**config.mk**
```make
export PLATFORM = sky130hd
export DESIGN_NAME = lsc_sink_control
export DESIGN_NICKNAME = d
export VERILOG_FILES = /design/src/common/lsc_pkg.sv /design/src/lsc_current_map.sv /design/src/lsc_sink_control.sv
export SDC_FILE = /design/constraint.sdc
export NUM_CORES = 2
export LEC_CHECK = 0
export BUFFER_PORTS_ARGS = -buffer_cell sky130_fd_sc_hd__buf_2
export CAP_MARGIN = 10
export CORE_UTILIZATION = 55
export DETAILED_ROUTE_END_ITERATION = 12
export PLACE_DENSITY = 0.72
export SLEW_MARGIN = 10
export SYNTH_ARGS = -nofsm -noshare
export SYNTH_HDL_FRONTEND = slang
export SYNTH_SLANG_ARGS = --single-unit
```
**constraint.sdc**
```tcl
create_clock -name clock -period 23 [get_ports clock]
set_input_delay 4.6 -clock clock [delete_from_list [all_inputs] [get_ports clock]]
set_output_delay 4.6 -clock clock [all_outputs]
set_load 0.005 [all_outputs]
```
**src/common/lsc_pkg.sv**
```systemverilog
// Shared constants, register map and types for the LED supply and sink control block.
package lsc_pkg;

   // Counts of sinks, banks and pattern sources.
   localparam int NUM_HV = 2;
   localparam int NUM_LV = 5;
   localparam int NUM_BANKS = 6;
   localparam int FIRST_LV_BANK = 2;
   localparam int NUM_PATTERN = 4;

   // Clock rate and the capacitor-detection timeout; a longest time rounds down.
   localparam int CLOCK_MHZ = 20;
   localparam int DETECT_TIMEOUT_NS = 20000;
   localparam int DETECT_TIMEOUT_CYCLES = (DETECT_TIMEOUT_NS * CLOCK_MHZ) / 1000;

   // Register offsets on the serial register interface.
   localparam logic [7:0] REG_ANODE = 8'h00;
   localparam logic [7:0] REG_BOOST = 8'h01;
   localparam logic [7:0] REG_PUMP = 8'h02;
   localparam logic [7:0] REG_BANK_EN = 8'h03;
   localparam logic [7:0] REG_LV_MAP_LO = 8'h04;
   localparam logic [7:0] REG_LV_MAP_HI = 8'h05;
   localparam logic [7:0] REG_PUMP_STAT = 8'h06;
   localparam logic [7:0] REG_HV_MAP = 8'h07;
   localparam logic [7:0] REG_BANK_CFG = 8'h10;
   localparam logic [7:0] REG_FULL_SCALE = 8'h18;
   localparam logic [7:0] REG_BRIGHT = 8'h20;

   // Reset values.
   localparam logic [6:0] ANODE_RESET = 7'h7F;
   localparam logic [1:0] BOOST_RESET = 2'h0;
   localparam logic [5:0] BANK_EN_RESET = 6'h00;
   localparam logic [9:0] LV_MAP_RESET = 10'h000;
   localparam logic [1:0] HV_MAP_RESET = 2'h0;
   localparam logic [3:0] BANK_CFG_RESET = 4'h0;
   localparam logic [4:0] FULL_SCALE_RESET = 5'h00;
   localparam logic [7:0] BRIGHT_RESET = 8'h00;

   // Field positions.
   localparam int ANODE_HV_LSB = 0;
   localparam int ANODE_LV_LSB = 2;
   localparam int BOOST_PWM_POL_BIT = 0;
   localparam int BOOST_FREQ_BIT = 1;
   localparam int CFG_LINEAR_BIT = 0;
   localparam int CFG_PWM_BIT = 1;
   localparam int CFG_ALS_BIT = 2;
   localparam int CFG_PATTERN_BIT = 3;

   // Exponential mapping in log2 fixed point with eight fraction bits.
   localparam logic [11:0] EXP_STEP = 12'h00A;
   localparam logic [11:0] EXP_OFFSET = 12'h003;

   typedef enum logic [1:0] {
      PUMP_OFF = 2'b00,
      PUMP_AUTO = 2'b01,
      PUMP_FORCE_1X = 2'b10,
      PUMP_FORCE_2X = 2'b11
   } lsc_pump_mode_t;

   typedef enum logic [2:0] {
      PS_OFF = 3'b000,
      PS_DETECT = 3'b001,
      PS_AUTO_1X = 3'b010,
      PS_AUTO_2X = 3'b011,
      PS_FORCE_1X = 3'b100,
      PS_FORCE_2X = 3'b101,
      PS_FALLBACK = 3'b110
   } lsc_pump_state_t;

   typedef enum logic [2:0] {
      BS_IDLE = 3'b000,
      BS_ADDR = 3'b001,
      BS_REG = 3'b010,
      BS_WRITE = 3'b011,
      BS_READ = 3'b100
   } lsc_bus_state_t;

endpackage : lsc_pkg

```
**src/lsc_current_map.sv**
```systemverilog
// Brightness-code to sink-current mapper for one control bank.
`timescale 1ns/10ps
module lsc_current_map
   import lsc_pkg::*;
(
   input wire logic clock,
   input wire logic nrst,
   input wire logic enable,
   input wire logic linearMode,
   input wire logic pwmApply,
   input wire logic [7:0] pwmDuty,
   input wire logic [4:0] fullScale,
   input wire logic [7:0] code,
   output logic [15:0] level
);

   // Exponential law: each code step below full code lowers the current by a fixed log2 step.
   wire logic [7:0] codeDist = 8'hFF - code;
   wire logic [11:0] expLog = 12'(codeDist * EXP_STEP) + EXP_OFFSET;
   // A straight line between octaves keeps this free of a table; error stays under seven percent.
   wire logic [8:0] mant = 9'h100 - {2'h0, expLog[7:1]};
   wire logic [16:0] expFrac = {mant, 8'h00} >> expLog[11:8];
   // Linear law: code times 257 puts code 255 at full scale.
   wire logic [16:0] linFrac = {1'b0, 16'(code * 16'h0101)};
   wire logic [16:0] frac = linearMode ? linFrac : expFrac;

   // Full scale, then the duty cycle of the PWM input when the bank uses it.
   wire logic [5:0] fsSteps = {1'b0, fullScale} + 6'h01;
   wire logic [22:0] scaled = 23'(frac * fsSteps);
   wire logic [8:0] dutyScale = pwmApply ? ({1'b0, pwmDuty} + {8'h00, pwmDuty[7]}) : 9'h100;
   wire logic [26:0] prod = 27'(scaled[22:5] * dutyScale);
   wire logic [18:0] shifted = prod[26:8];
   wire logic [15:0] levelNxt = !enable ? 16'h0000 : ((|shifted[18:16]) ? 16'hFFFF : shifted[15:0]);

   // The level is registered so the analog sink sees a glitch-free word.
   always_ff @(posedge clock) begin
      if (!nrst) begin
         level <= 16'h0000;
      end else begin
         level <= levelNxt;
      end
   end

endmodule : lsc_current_map

```
**src/lsc_sink_control.sv**
```systemverilog
// Register file, serial slave, charge-pump mode control and bank mapping for the LED supply and sinks.
//
// What this block does
// - Two anode-routing bits choose boost output or external supply per high-voltage sink.
// - High-voltage routing bit 1, default, joins the boost feedback; 0 excludes it.
// - One bit selects boost switching at 500 kHz or 1 MHz.
// - The charge pump has four modes: off, automatic, forced 1x, forced 2x.
// - Pump off makes its output high impedance; low-voltage sinks are untouched.
// - With the pump off, pump-fed low-voltage sinks keep sinking their current.
// - Automatic mode starts in pass-through 1x gain.
// - Automatic mode goes to 2x when an active pump-fed sink nears dropout.
// - Once in 2x, automatic mode stays there though headroom returns.
// - Automatic mode checks the flying capacitor first; if missing it stays at 1x.
// - Forced 1x never switches and passes the supply straight through.
// - Five routing bits mark pump-fed low-voltage sinks; 1, default, joins the decision.
// - Each routing bit also sets how that sink's short fault is judged.
// - Each high-voltage sink has a 5-bit full scale and 8-bit code.
// - A high-voltage bank takes its code from its brightness register or ambient light.
// - Low-voltage sinks take code from register, PWM, ambient light or a mix.
// - Low-voltage sinks may carry codes from four pattern generators.
// - Any low-voltage sink maps to any of four low-voltage banks.
// - Every bank chooses exponential or linear code-to-current mapping.
// - Exponential: full scale times 0.862^(46.6-(code+1)/5.5) times duty.
// - Linear: full scale times code/255 times duty.
// - Hardware enable low shuts down and returns every register to default.
`timescale 1ns/10ps
module lsc_sink_control
   import lsc_pkg::*;
#(
   parameter logic [6:0] DEV_ADDR = 7'h36, // Arbitrary slave address.
   parameter int DETECT_CYCLES = DETECT_TIMEOUT_CYCLES
)(
   input wire logic clock,
   input wire logic nrst,
   input wire logic hardwareEnablePin,
   input wire logic sclPin,
   input wire logic sdaIn,
   output logic sdaOut,
   output logic sdaOe,
   input wire logic [7:0] pwmDuty,
   input wire logic [7:0] alsCode,
   input wire logic [NUM_PATTERN-1:0][7:0] patternCode,
   input wire logic [NUM_LV-1:0] lvDropout,
   input wire logic capDetectDone,
   input wire logic capPresent,
   output logic shutdown,
   output logic boostFreq1MHz,
   output logic [NUM_HV-1:0] boostFeedbackSel,
   output logic [NUM_LV-1:0] pumpFeedbackSel,
   output logic [NUM_HV+NUM_LV-1:0] shortFaultRef,
   output logic pumpEnable,
   output logic pumpSwitching,
   output logic pumpGain2x,
   output logic capDetectReq,
   output logic [NUM_HV-1:0][15:0] hvSinkLevel,
   output logic [NUM_LV-1:0][15:0] lvSinkLevel
);

   localparam int SYNC_W = 10;

   // Pins from outside the clock domain pass two flip-flops; only the second stage is read.
   logic [SYNC_W-1:0] sync1_r;
   logic [SYNC_W-1:0] sync2_r;
   always_ff @(posedge clock) begin
      if (!nrst) begin
         sync1_r <= '0;
         sync2_r <= '0;
      end else begin
         sync1_r <= {hardwareEnablePin, sclPin, sdaIn, lvDropout, capDetectDone, capPresent};
         sync2_r <= sync1_r;
      end
   end

   wire logic hwenS = sync2_r[9];
   wire logic sclS = sync2_r[8];
   wire logic sdaS = sync2_r[7];
   wire logic [NUM_LV-1:0] dropS = sync2_r[6:2];
   wire logic capDoneS = sync2_r[1];
   wire logic capPresentS = sync2_r[0];

   // Hardware enable low holds every register at its default, like a reset.
   wire logic softRst = !nrst || !hwenS;

   // ---------------- Serial register slave ----------------
   logic sclD_r;
   logic sdaD_r;
   lsc_bus_state_t busState_r;
   logic [7:0] shift_r;
   logic [3:0] bitCnt_r;
   logic ackPhase_r;
   logic readMode_r;
   logic [7:0] ptr_r;
   logic sdaOe_r;
   logic [7:0] readData;

   // Start and stop are seen while the clock line is high.
   wire logic sclRise = sclS && !sclD_r;
   wire logic sclFall = !sclS && sclD_r;
   wire logic startCond = sclS && sclD_r && sdaD_r && !sdaS;
   wire logic stopCond = sclS && sclD_r && !sdaD_r && sdaS;
   wire logic byteDone = sclFall && !ackPhase_r && (bitCnt_r == 4'h8);
   wire logic addrHit = shift_r[7:1] == DEV_ADDR;
   wire logic wrStb = byteDone && (busState_r == BS_WRITE);
   wire logic [7:0] wrAddr = ptr_r;
   wire logic [7:0] wrData = shift_r;
   wire logic rdLoad = sclFall && ackPhase_r && ((busState_r == BS_ADDR && readMode_r) || busState_r == BS_READ);

   always_ff @(posedge clock) begin
      if (softRst) begin
         sclD_r <= 1'b1;
         sdaD_r <= 1'b1;
      end else begin
         sclD_r <= sclS;
         sdaD_r <= sdaS;
      end
   end

   // Byte sequencing: address, register pointer, then write bytes or read bytes with auto-increment.
   always_ff @(posedge clock) begin
      if (softRst || stopCond) begin
         busState_r <= BS_IDLE;
         ackPhase_r <= 1'b0;
         bitCnt_r <= 4'h0;
         sdaOe_r <= 1'b0;
         readMode_r <= 1'b0;
         shift_r <= 8'h00;
      end else if (startCond) begin
         busState_r <= BS_ADDR;
         ackPhase_r <= 1'b0;
         bitCnt_r <= 4'h0;
         sdaOe_r <= 1'b0;
      end else if (sclRise && !ackPhase_r && busState_r != BS_IDLE && busState_r != BS_READ) begin
         shift_r <= {shift_r[6:0], sdaS};
         bitCnt_r <= bitCnt_r + 4'h1;
      end else if (sclRise && busState_r == BS_READ) begin
         if (ackPhase_r && sdaS) begin
            busState_r <= BS_IDLE; // The master's not-acknowledge ends the read.
         end else if (!ackPhase_r) begin
            bitCnt_r <= bitCnt_r + 4'h1;
         end
      end else if (byteDone) begin
         ackPhase_r <= 1'b1;
         bitCnt_r <= 4'h0;
         if (busState_r == BS_ADDR && !addrHit) begin
            busState_r <= BS_IDLE;
         end else if (busState_r == BS_READ) begin
            sdaOe_r <= 1'b0;
         end else begin
            sdaOe_r <= 1'b1;
            if (busState_r == BS_ADDR) begin
               readMode_r <= shift_r[0];
            end
         end
      end else if (rdLoad) begin
         ackPhase_r <= 1'b0;
         busState_r <= BS_READ;
         sdaOe_r <= !readData[7];
         shift_r <= {readData[6:0], 1'b0};
      end else if (sclFall && ackPhase_r) begin
         ackPhase_r <= 1'b0;
         sdaOe_r <= 1'b0;
         busState_r <= (busState_r == BS_ADDR) ? BS_REG : ((busState_r == BS_IDLE) ? BS_IDLE : BS_WRITE);
      end else if (sclFall && busState_r == BS_READ && !ackPhase_r && bitCnt_r != 4'h8) begin
         sdaOe_r <= !shift_r[7];
         shift_r <= {shift_r[6:0], 1'b0};
      end
   end

   // The pointer follows the register byte and steps after every byte written or loaded for reading.
   always_ff @(posedge clock) begin
      if (softRst) begin
         ptr_r <= 8'h00;
      end else if (byteDone && busState_r == BS_REG) begin
         ptr_r <= shift_r;
      end else if (wrStb || rdLoad) begin
         ptr_r <= ptr_r + 8'h01;
      end
   end

   assign sdaOut = 1'b0;
   assign sdaOe = sdaOe_r;

   // ---------------- Register file ----------------
   logic [6:0] anode_r;
   logic [1:0] boostCfg_r;
   lsc_pump_mode_t pumpMode_r;
   logic [5:0] bankEn_r;
   logic [9:0] lvMap_r;
   logic [1:0] hvMap_r;
   logic [NUM_BANKS-1:0][3:0] bankCfg_r;
   logic [NUM_BANKS-1:0][4:0] fullScale_r;
   logic [NUM_BANKS-1:0][7:0] bright_r;
   logic [3:0] pumpStat;

   wire logic wrAnode = wrStb && wrAddr == REG_ANODE;
   wire logic wrBoost = wrStb && wrAddr == REG_BOOST;
   wire logic wrPump = wrStb && wrAddr == REG_PUMP;
   wire logic wrBankEn = wrStb && wrAddr == REG_BANK_EN;
   wire logic wrMapLo = wrStb && wrAddr == REG_LV_MAP_LO;
   wire logic wrMapHi = wrStb && wrAddr == REG_LV_MAP_HI;
   wire logic wrHvMap = wrStb && wrAddr == REG_HV_MAP;

   // Single registers; reserved bits are dropped on write.
   always_ff @(posedge clock) begin
      if (softRst) begin
         anode_r <= ANODE_RESET;
         boostCfg_r <= BOOST_RESET;
         pumpMode_r <= PUMP_OFF;
         bankEn_r <= BANK_EN_RESET;
         lvMap_r <= LV_MAP_RESET;
         hvMap_r <= HV_MAP_RESET;
      end else begin
         if (wrAnode) anode_r <= wrData[6:0];
         if (wrBoost) boostCfg_r <= wrData[1:0];
         if (wrPump) pumpMode_r <= lsc_pump_mode_t'(wrData[1:0]);
         if (wrBankEn) bankEn_r <= wrData[5:0];
         if (wrMapLo) lvMap_r[7:0] <= wrData;
         if (wrMapHi) lvMap_r[9:8] <= wrData[1:0];
         if (wrHvMap) hvMap_r <= wrData[1:0];
      end
   end

   // Per-bank registers and one mapper per bank.
   genvar b;
   generate
      for (b = 0; b < NUM_BANKS; b++) begin : gBank
         wire logic wrCfg = wrStb && wrAddr == (REG_BANK_CFG + 8'(b));
         wire logic wrFs = wrStb && wrAddr == (REG_FULL_SCALE + 8'(b));
         wire logic wrBr = wrStb && wrAddr == (REG_BRIGHT + 8'(b));
         logic [7:0] patCode;
         logic [7:0] bankCode;
         logic [15:0] bankLevel;

         always_ff @(posedge clock) begin
            if (softRst) begin
               bankCfg_r[b] <= BANK_CFG_RESET;
               fullScale_r[b] <= FULL_SCALE_RESET;
               bright_r[b] <= BRIGHT_RESET;
            end else begin
               if (wrCfg) bankCfg_r[b] <= wrData[3:0];
               if (wrFs) fullScale_r[b] <= wrData[4:0];
               if (wrBr) bright_r[b] <= wrData;
            end
         end

         // Only the low-voltage banks can take a pattern generator's code.
         if (b >= FIRST_LV_BANK) begin : gPat
            assign patCode = patternCode[b-FIRST_LV_BANK];
         end else begin : gNoPat
            assign patCode = 8'h00;
         end

         wire logic usePat = bankCfg_r[b][CFG_PATTERN_BIT] && (b >= FIRST_LV_BANK);
         assign bankCode = bankCfg_r[b][CFG_ALS_BIT] ? alsCode : (usePat ? patCode : bright_r[b]);
         wire logic [7:0] dutyPol = boostCfg_r[BOOST_PWM_POL_BIT] ? (8'hFF - pwmDuty) : pwmDuty;

         lsc_current_map uMap (
            .clock(clock),
            .nrst(!softRst),
            .enable(bankEn_r[b]),
            .linearMode(bankCfg_r[b][CFG_LINEAR_BIT]),
            .pwmApply(bankCfg_r[b][CFG_PWM_BIT]),
            .pwmDuty(dutyPol),
            .fullScale(fullScale_r[b]),
            .code(bankCode),
            .level(bankLevel)
         );
      end
   endgenerate

   // Sinks copy the level of the bank they are mapped to; pump mode does not gate them.
   genvar s;
   generate
      for (s = 0; s < NUM_HV; s++) begin : gHv
         assign hvSinkLevel[s] = hvMap_r[s] ? gBank[1].bankLevel : gBank[0].bankLevel;
      end
      for (s = 0; s < NUM_LV; s++) begin : gLv
         wire logic [1:0] sel = lvMap_r[2*s +: 2];
         assign lvSinkLevel[s] = (sel == 2'h0) ? gBank[2].bankLevel : (sel == 2'h1) ? gBank[3].bankLevel
                               : (sel == 2'h2) ? gBank[4].bankLevel : gBank[5].bankLevel;
      end
   endgenerate

   // A low-voltage sink counts as active when the bank it is mapped to is enabled.
   logic [NUM_LV-1:0] lvActive;
   always_comb begin
      for (int i = 0; i < NUM_LV; i++) begin
         lvActive[i] = bankEn_r[FIRST_LV_BANK + 32'(lvMap_r[2*i +: 2])];
      end
   end

   // Read-back mux; unmapped offsets read as zero.
   always_comb begin
      readData = 8'h00;
      if (ptr_r >= REG_BANK_CFG && ptr_r < REG_BANK_CFG + 8'(NUM_BANKS)) begin
         readData = {4'h0, bankCfg_r[ptr_r[2:0]]};
      end else if (ptr_r >= REG_FULL_SCALE && ptr_r < REG_FULL_SCALE + 8'(NUM_BANKS)) begin
         readData = {3'h0, fullScale_r[ptr_r[2:0]]};
      end else if (ptr_r >= REG_BRIGHT && ptr_r < REG_BRIGHT + 8'(NUM_BANKS)) begin
         readData = bright_r[ptr_r[2:0]];
      end else begin
         case (ptr_r)
            REG_ANODE: readData = {1'b0, anode_r};
            REG_BOOST: readData = {6'h00, boostCfg_r};
            REG_PUMP: readData = {6'h00, pumpMode_r};
            REG_BANK_EN: readData = {2'h0, bankEn_r};
            REG_LV_MAP_LO: readData = lvMap_r[7:0];
            REG_LV_MAP_HI: readData = {6'h00, lvMap_r[9:8]};
            REG_PUMP_STAT: readData = {4'h0, pumpStat};
            REG_HV_MAP: readData = {6'h00, hvMap_r};
            default: readData = 8'h00;
         endcase
      end
   end

   // ---------------- Charge-pump mode control ----------------
   lsc_pump_state_t pump_r;
   lsc_pump_state_t pump_nxt;
   logic [15:0] detCnt_r;

   // Only active sinks routed to the pump output may request 2x.
   wire logic dropHit = |(dropS & anode_r[ANODE_LV_LSB +: NUM_LV] & lvActive);
   wire logic detTimeout = detCnt_r >= 16'(DETECT_CYCLES - 1);

   // Any mode other than automatic forces its own state, which also drops the 2x latch.
   always_comb begin
      pump_nxt = pump_r;
      case (pumpMode_r)
         PUMP_OFF: pump_nxt = PS_OFF;
         PUMP_FORCE_1X: pump_nxt = PS_FORCE_1X;
         PUMP_FORCE_2X: pump_nxt = PS_FORCE_2X;
         PUMP_AUTO: begin
            case (pump_r)
               PS_DETECT: begin
                  if (capDoneS) begin
                     pump_nxt = capPresentS ? PS_AUTO_1X : PS_FALLBACK;
                  end else if (detTimeout) begin
                     pump_nxt = PS_FALLBACK;
                  end
               end
               PS_AUTO_1X: pump_nxt = dropHit ? PS_AUTO_2X : PS_AUTO_1X;
               PS_AUTO_2X: pump_nxt = PS_AUTO_2X;
               PS_FALLBACK: pump_nxt = PS_FALLBACK;
               default: pump_nxt = PS_DETECT;
            endcase
         end
         default: pump_nxt = PS_OFF;
      endcase
   end

   // The detection timer bounds the wait in case the detector never answers.
   always_ff @(posedge clock) begin
      if (softRst) begin
         pump_r <= PS_OFF;
         detCnt_r <= 16'h0000;
      end else begin
         pump_r <= pump_nxt;
         detCnt_r <= (pump_r == PS_DETECT) ? detCnt_r + 16'h0001 : 16'h0000;
      end
   end

   // Pump controls are registered from the next state, so they change with the state.
   always_ff @(posedge clock) begin
      if (softRst) begin
         pumpEnable <= 1'b0;
         pumpSwitching <= 1'b0;
         pumpGain2x <= 1'b0;
         capDetectReq <= 1'b0;
      end else begin
         pumpEnable <= pump_nxt != PS_OFF;
         pumpSwitching <= pump_nxt == PS_AUTO_2X || pump_nxt == PS_FORCE_2X;
         pumpGain2x <= pump_nxt == PS_AUTO_2X || pump_nxt == PS_FORCE_2X;
         capDetectReq <= pump_nxt == PS_DETECT;
      end
   end

   assign pumpStat = {pumpEnable, pump_r == PS_FALLBACK, pumpSwitching, pumpGain2x};

   // Static outputs straight from the routing and boost registers; shutdown comes from the synchronised enable pin.
   assign shutdown = !hwenS;
   assign boostFreq1MHz = boostCfg_r[BOOST_FREQ_BIT];
   assign boostFeedbackSel = anode_r[ANODE_HV_LSB +: NUM_HV];
   assign pumpFeedbackSel = anode_r[ANODE_LV_LSB +: NUM_LV];
   assign shortFaultRef = anode_r;

endmodule : lsc_sink_control

```
; ---- Word-level counts from Yosys, hierarchy flattened
; Index checks and enable logic that the tools add are counted.
[totals]
register_bits = 297
input_bits = 60
wordCells = 412
[classes]
add_sub_neg = 34
n_mul = 24
magnitude_cmp = 13
eq_ne = 64
shifts = 6
n_mux = 104
bitwise = 14
reduce_logical = 105
[ops]
columns = cell, n
row1 = $mux 16, 23
row2 = $mux 8, 23
row3 = $mul 18x9->27, 6
row4 = $mul 17x6->23, 6
row5 = $mux 17, 6
row6 = $shr 17x4->17, 6
row7 = $eq 8x5->1 const B, 12
row8 = $mul 8x9->16 const B, 6
row9 = $add 12x2->12 const B, 6
row10 = $mul 8x3->11 const B, 6
row11 = $pmux 8 s8, 1
row12 = $sub 8x8->8 const A, 7
row13 = $mux 9, 6
row14 = $sub 9x7->9 const A, 6
row15 = $logic_and 1x1->1, 51
row16 = $eq 8x6->1 const B, 6
row17 = $add 5x1->6 const B, 6
row18 = $eq 8x3->1 const B, 4
row19 = $mux 3, 9
row20 = $bmux 8 s3, 1
row21 = $lt 3x4->1 const B, 6
row22 = $mux 4, 6
row23 = $pmux 3 s4, 2
row24 = $reduce_or 3->1, 6
row25 = 49 further kinds, 147

; ---- Longest topological paths before layout
[logic_depth]
ltp_word = 12
ltp_mapped = 65

; ---- Hierarchy
; From an unflattened synthesis, not the netlist that was laid out.
[unflattened]
hier_cells = 8999
hier_area_um2 = 74112.3
[modules_own_cells]
columns = module, instances, cells_each, area_per_inst_um2
row1 = lsc_current_map at gBank[0].uMap ..., 3, 1300, 10410.0
row2 = lsc_sink_control, 1, 1366, 12542.0
row3 = lsc_current_map at gBank[4].uMap, 1, 1274, 10307.4
row4 = lsc_current_map at gBank[5].uMap, 1, 1226, 10142.2
row5 = lsc_current_map at gBank[3].uMap, 1, 1233, 9890.7

; ---- Least setup slack after synthesis
; Ideal clock, no wire load.
[synth_timing]
path_kind = in2reg
startpoint = in alsCode[1]
endpoint = reg gBank[1].uMap.level[8]
t_arrival_ps = 17410
setup_slack_ps = 5475
path_stages = 61
path_buffers = 4
cell_sequence = clkbuf_1 mux2_2 inv_1 ha_1 ha_1 fa_1 a21o_1 a21oi_1 xnor2_2 nand3_1 xnor2_1 clkbuf_1 nor2_1 a21oi_1 nor2_1 a21oi_1 o21ai_0 a21boi_0 [25 not listed] inv_1 ha_1 a21oi_1 nor2b_1 o21ai_0 nand2b_1 a21o_1 a21o_1 a21o_1 a21o_1 a21oi_1 nand2_1 mux2i_1 a2111oi_0 or4_1 buf_2 buf_6 o21a_1
[synth_via]
elab_chain_cells = 11
[synth_lines]
columns = element, line_no
row1 = from (decl), lsc_sink_control.sv:41  ; input wire logic [7:0] alsCode,
row2 = $mux 8 (*), lsc_sink_control.sv:254  ; assign bankCode = bankCfg_r[b][CFG_ALS_BIT] ? alsCode : (usePat ? patCode : bright_r[b]);
row3 = $sub 8x8->8, lsc_current_map.sv:18  ; wire logic [7:0] codeDist = 8'hFF - code;
row4 = $mul 8x3->11, lsc_current_map.sv:19  ; wire logic [11:0] expLog = 12'(codeDist * EXP_STEP) + EXP_OFFSET;
row5 = $add 12x2->12, lsc_current_map.sv:19
row6 = $sub 9x7->9, lsc_current_map.sv:21  ; wire logic [8:0] mant = 9'h100 - {2'h0, expLog[7:1]};
row7 = $shr 17x4->17, lsc_current_map.sv:22  ; wire logic [16:0] expFrac = {mant, 8'h00} >> expLog[11:8];
row8 = $mux 17 (*), lsc_current_map.sv:25  ; wire logic [16:0] frac = linearMode ? linFrac : expFrac;
row9 = $mul 17x6->23 (*), lsc_current_map.sv:29  ; wire logic [22:0] scaled = 23'(frac * fsSteps);
row10 = $mul 18x9->27 (*), lsc_current_map.sv:31  ; wire logic [26:0] prod = 27'(scaled[22:5] * dutyScale);
row11 = $reduce_or 3->1, lsc_current_map.sv:33  ; wire logic [15:0] levelNxt = !enable ? 16'h0000 : ((|shifted[18:16]) ? 16'hFFFF : shifted[15:0]);
row12 = $mux 16 (*), lsc_current_map.sv:33
row13 = to (signal assigned), lsc_current_map.sv:40  ; level <= levelNxt;
row14 = to (decl), lsc_current_map.sv:14  ; output logic [15:0] level
; Mark *: on every way between the ends. The rest lies on a longest branch, timed or not.
; A chain may end at the register's enable or synchronous reset.

; ---- Worst setup path after layout
[layout_timing]
startpoint = in alsCode[1]
endpoint = reg gBank[3].uMap.level[3]
[layout_via]
elab_chain_cells = 11
[layout_lines]
columns = element, line_no
row1 = $mux 8 (*), lsc_sink_control.sv:254
row2 = $sub 8x8->8, lsc_current_map.sv:18
row3 = $mul 8x3->11, lsc_current_map.sv:19
row4 = $add 12x2->12, lsc_current_map.sv:19
row5 = $sub 9x7->9, lsc_current_map.sv:21
row6 = $shr 17x4->17, lsc_current_map.sv:22
row7 = $mux 17 (*), lsc_current_map.sv:25
row8 = $mul 17x6->23 (*), lsc_current_map.sv:29
row9 = $mul 18x9->27 (*), lsc_current_map.sv:31
row10 = $reduce_or 3->1, lsc_current_map.sv:33
row11 = $mux 16 (*), lsc_current_map.sv:33
row12 = to (signal assigned), lsc_current_map.sv:40
row13 = to (decl), lsc_current_map.sv:14
; Marked as above.

==> flow_summary_export.csv <==
group,metric,value,unit
worst_setup_path,start_kind,"input pin",
detailed_routing,wl,199500,um
clocking,cts_root_buf,"clkbuf_16",
timing,period_needed,19730,ps
detailed_routing,antenna_left,0,
hold_path,hold_end,"sync2_r[6]",
logic_synthesis,synth_area,69120,um^2
floorplan,die-area,127100,um^2
layout,final_cell_mix,"1355 x nor2_1, 1319 x inv_1, 1038 x fa_1",
layout,area_growth,5.125,%
layout,layout.nets,10000,
pwr,power,0.001153,W
worst_setup_path,arrival,20170,ps
global_routing,antenna_found_initial,20,
layout,layout-drive-gt1-share,8.195,%
logic_synthesis,synth_fp_nets,10026,
logic_synthesis,synth_ff_type,"dfxtp_1",
clocking,ctsResizeCount,0,
clocking,clkTransAtPathRegs,70,ps
worst_setup_path,required,23440,ps
logic_synthesis,ys_ff_latch,297,
timing,hold_viol,0,
worst_setup_path,end_kind,"flop",
floorplan,start_util,55.68,%
place,dp_hpwl,162000,um
run,maxCapViolations,0,
place,dpl.cell_count,9982,
timing,fmax,0.05067,GHz
clocking,cts_tree,"built",
detailed_routing,route.vias.total,59202,
timing,setup_tns,0,ps
timing,drv_slew,0,
pwr,p_leak,33.94,nW
pwr,power.density,15.87,nW/um^2
place,portBuffers,192,
logic_synthesis,yosys_warnings,0,
timing,final-setup-viol-count,0,
layout,final_cells,10063,
hold_path,hold_class,"flop to flop",
timing,finalClockSkew,40.64,ps
detailed_routing,viasPerCell,5.883,
clocking,cts_setup_buffers,0,
worst_setup_path,r2r_cells,48,
layout,layout_commonest_cell,"nor2_1",
global_routing,grt_use_total,31.74,%
floorplan,fp.coreArea,124100,um^2
hold_path,hold_start,"sync1_r[6]",
detailed_routing,drtIter0Drc,5125,
clocking,cts_made_buffers,36,
clocking,clock_sinks,297,
floorplan,io_pins,194,
logic_synthesis,synthArstFlopShare,0,%
global_routing,grt_first_pass_wirelength,321600,um
timing,rsz0062_at_grt,"false",
global_routing,grt_pass1_vias,59255,
outcome,outcome,"finished clean",
detailed_routing,dr.pass1.iters,8,
worst_setup_path,crit_top_cell,"fa_1",
clocking,htreeDepth,2,
clocking,clock_path_buffers,3,
worst_setup_path,crit_path_top_delay_cell,"xnor2_1",
logic_synthesis,syn_area_per_cell,8.219,um^2
logic_synthesis,synth_edf_count,0,
timing,max_slew_margin,12.90,%
place,gp_congestion,0.9794,
global_routing,grt_overflow,0,
logic_synthesis,yosysUniqueCellTypes,128,
clocking,cts_hold_buf,0,
detailed_routing,drc,0,
hold_path,hold_depth,1,
clocking,clock_latency,600,ps
timing,tightest_slew,1305,ps
floorplan,fp-row-count,129,
worst_setup_path,r2r_slack,6660,ps
worst_setup_path,cp_slowest_stage_delay,1020,ps
logic_synthesis,netlist_instances,8409,
worst_setup_path,r2r-end,"gBank[3].uMap.level[3]",
logic_synthesis,seq_area_frac_synth,8.603,%
worst_setup_path,criticalPathCategory,"input pin to flop",
detailed_routing,wire_per_inst,19.83,um
worst_setup_path,r2r_start,"bankCfg_r[14]",
pwr,peakVddDrop,0.05275,mV
worst_setup_path,cp_max_fo,15,
floorplan,die_y,356.5,um
floorplan,die_w,356.5,um
timing,period_share,85.80,%
global_routing,grt_max_degree,71,
worst max-delay path, delay by kind of cell:
family	cells	cell delay, ps
mux	1	70
compound gates	15	4330
fa+ha+maj	12	5150
xor+xnor	3	1480
buf+inv	3	460
simple gates	16	4060
cells in the mapped netlist, drive strengths merged (63+ instances only):
cell type  number  area, um^2
a21o           87       660.6
clkbuf        268        1008
nand2         708        2660
nor2b          69       431.7
o21ai         163       819.5
xor2          149        1328
dfxtp         297        5946
a31oi          69       468.0
o21a           86       645.6
fa           1038       20780
nor2         1356        5092
ha            519        6494
nor3          103       520.5
a21oi         389        1966
xnor2         240        2173
or2           101       631.9
mux2           63       713.2
mux2i         159        1592
and2           89       556.8
mux4          109        2455
inv          1322        4962
nand2b        166        1039
nand3         221        1106
cell type report:
type / instances / area, um^2
Multi-Input combinational cell: 6457 / 56930
Clock buffer: 42 / 974.7
Sequential cell: 297 / 5947
Fill cell: 11037 / 51460
Inverter: 1327 / 4981
Clock inverter: 21 / 230.2
Tap cell: 1637 / 2048
Antenna cell: 18 / 45.04
Timing Repair Buffer: 264 / 1501
state kept, by name (all words and copies together) (netlist names), 2 cells and up:
signal            flops
bankEn_r              6
shortFaultRef         7
sync1_r              10
bright_r             48
lvMap_r              10
boostCfg_r            2
sync2_r              10
bankCfg_r            24
pumpMode_r            2
busState_r            3
hvMap_r               2
bitCnt_r              4
detCnt_r             16
ptr_r                 8
fullScale_r          30
gBank.uMap.level     96
pump_r                3
shift_r               8
metrics by stage:
stage               worst slack (ps)  util (%)  hold slack, ps  instance area (um^2)
detailed placement              3002     57.53           424.7                 71410
CTS                             3558     58.50           436.2                 72610
global route                    2084     58.50           444.3                 72610
global placement                3261     57.53           413.3                 71400
finish                          3266     58.54           435.4                 72660
floorplan                       5475         -           411.9                 69120
how the worst max path moves through the flow:
stage          slack (ps)  startpoint  cells past startpoint                endpoint
2_1_floorplan        5480  alsCode[1]                     61  gBank[1].uMap.level[8]
3_3_place_gp         3260  alsCode[0]                     52  gBank[0].uMap.level[2]
3_5_place_dp         3000  alsCode[1]                     52  gBank[3].uMap.level[3]
4_1_cts              3560  alsCode[1]                     52  gBank[3].uMap.level[3]
5_1_grt              2080  alsCode[1]                     51  gBank[3].uMap.level[4]
6_report             3270  alsCode[1]                     50  gBank[3].uMap.level[3]
logic make-up after synthesis:
family / share of synthesized area, %
AO/OA/AOI/OAI: 11.17
XOR/XNOR: 5.065
adder cells (fa/ha/maj): 39.46
buffers and inverters: 9.142
flip-flops: 8.603
multiplexers: 6.886
other: 0.005426
AND/OR/NAND/NOR: 19.67
per-layer routing:
layer	vias to the layer above	routed length (um)	track usage, %
met3	461	19070	6.900
met1	29006	80630	41.69
met5	-	84	0
met2	2667	89960	50.52
met4	12	9771	13.62
li1	27056	-	-
report_power, final:
group	internal [W]	leakage (nW)	total, W	switching (W)
clock	0.000342	0.584	0.000599	0.000257
sequential	0.000516	2.40	0.000517	0.00000129
combinational	0.00000813	31.0	0.0000366	0.0000284
(Power assumes the default switching activity.)
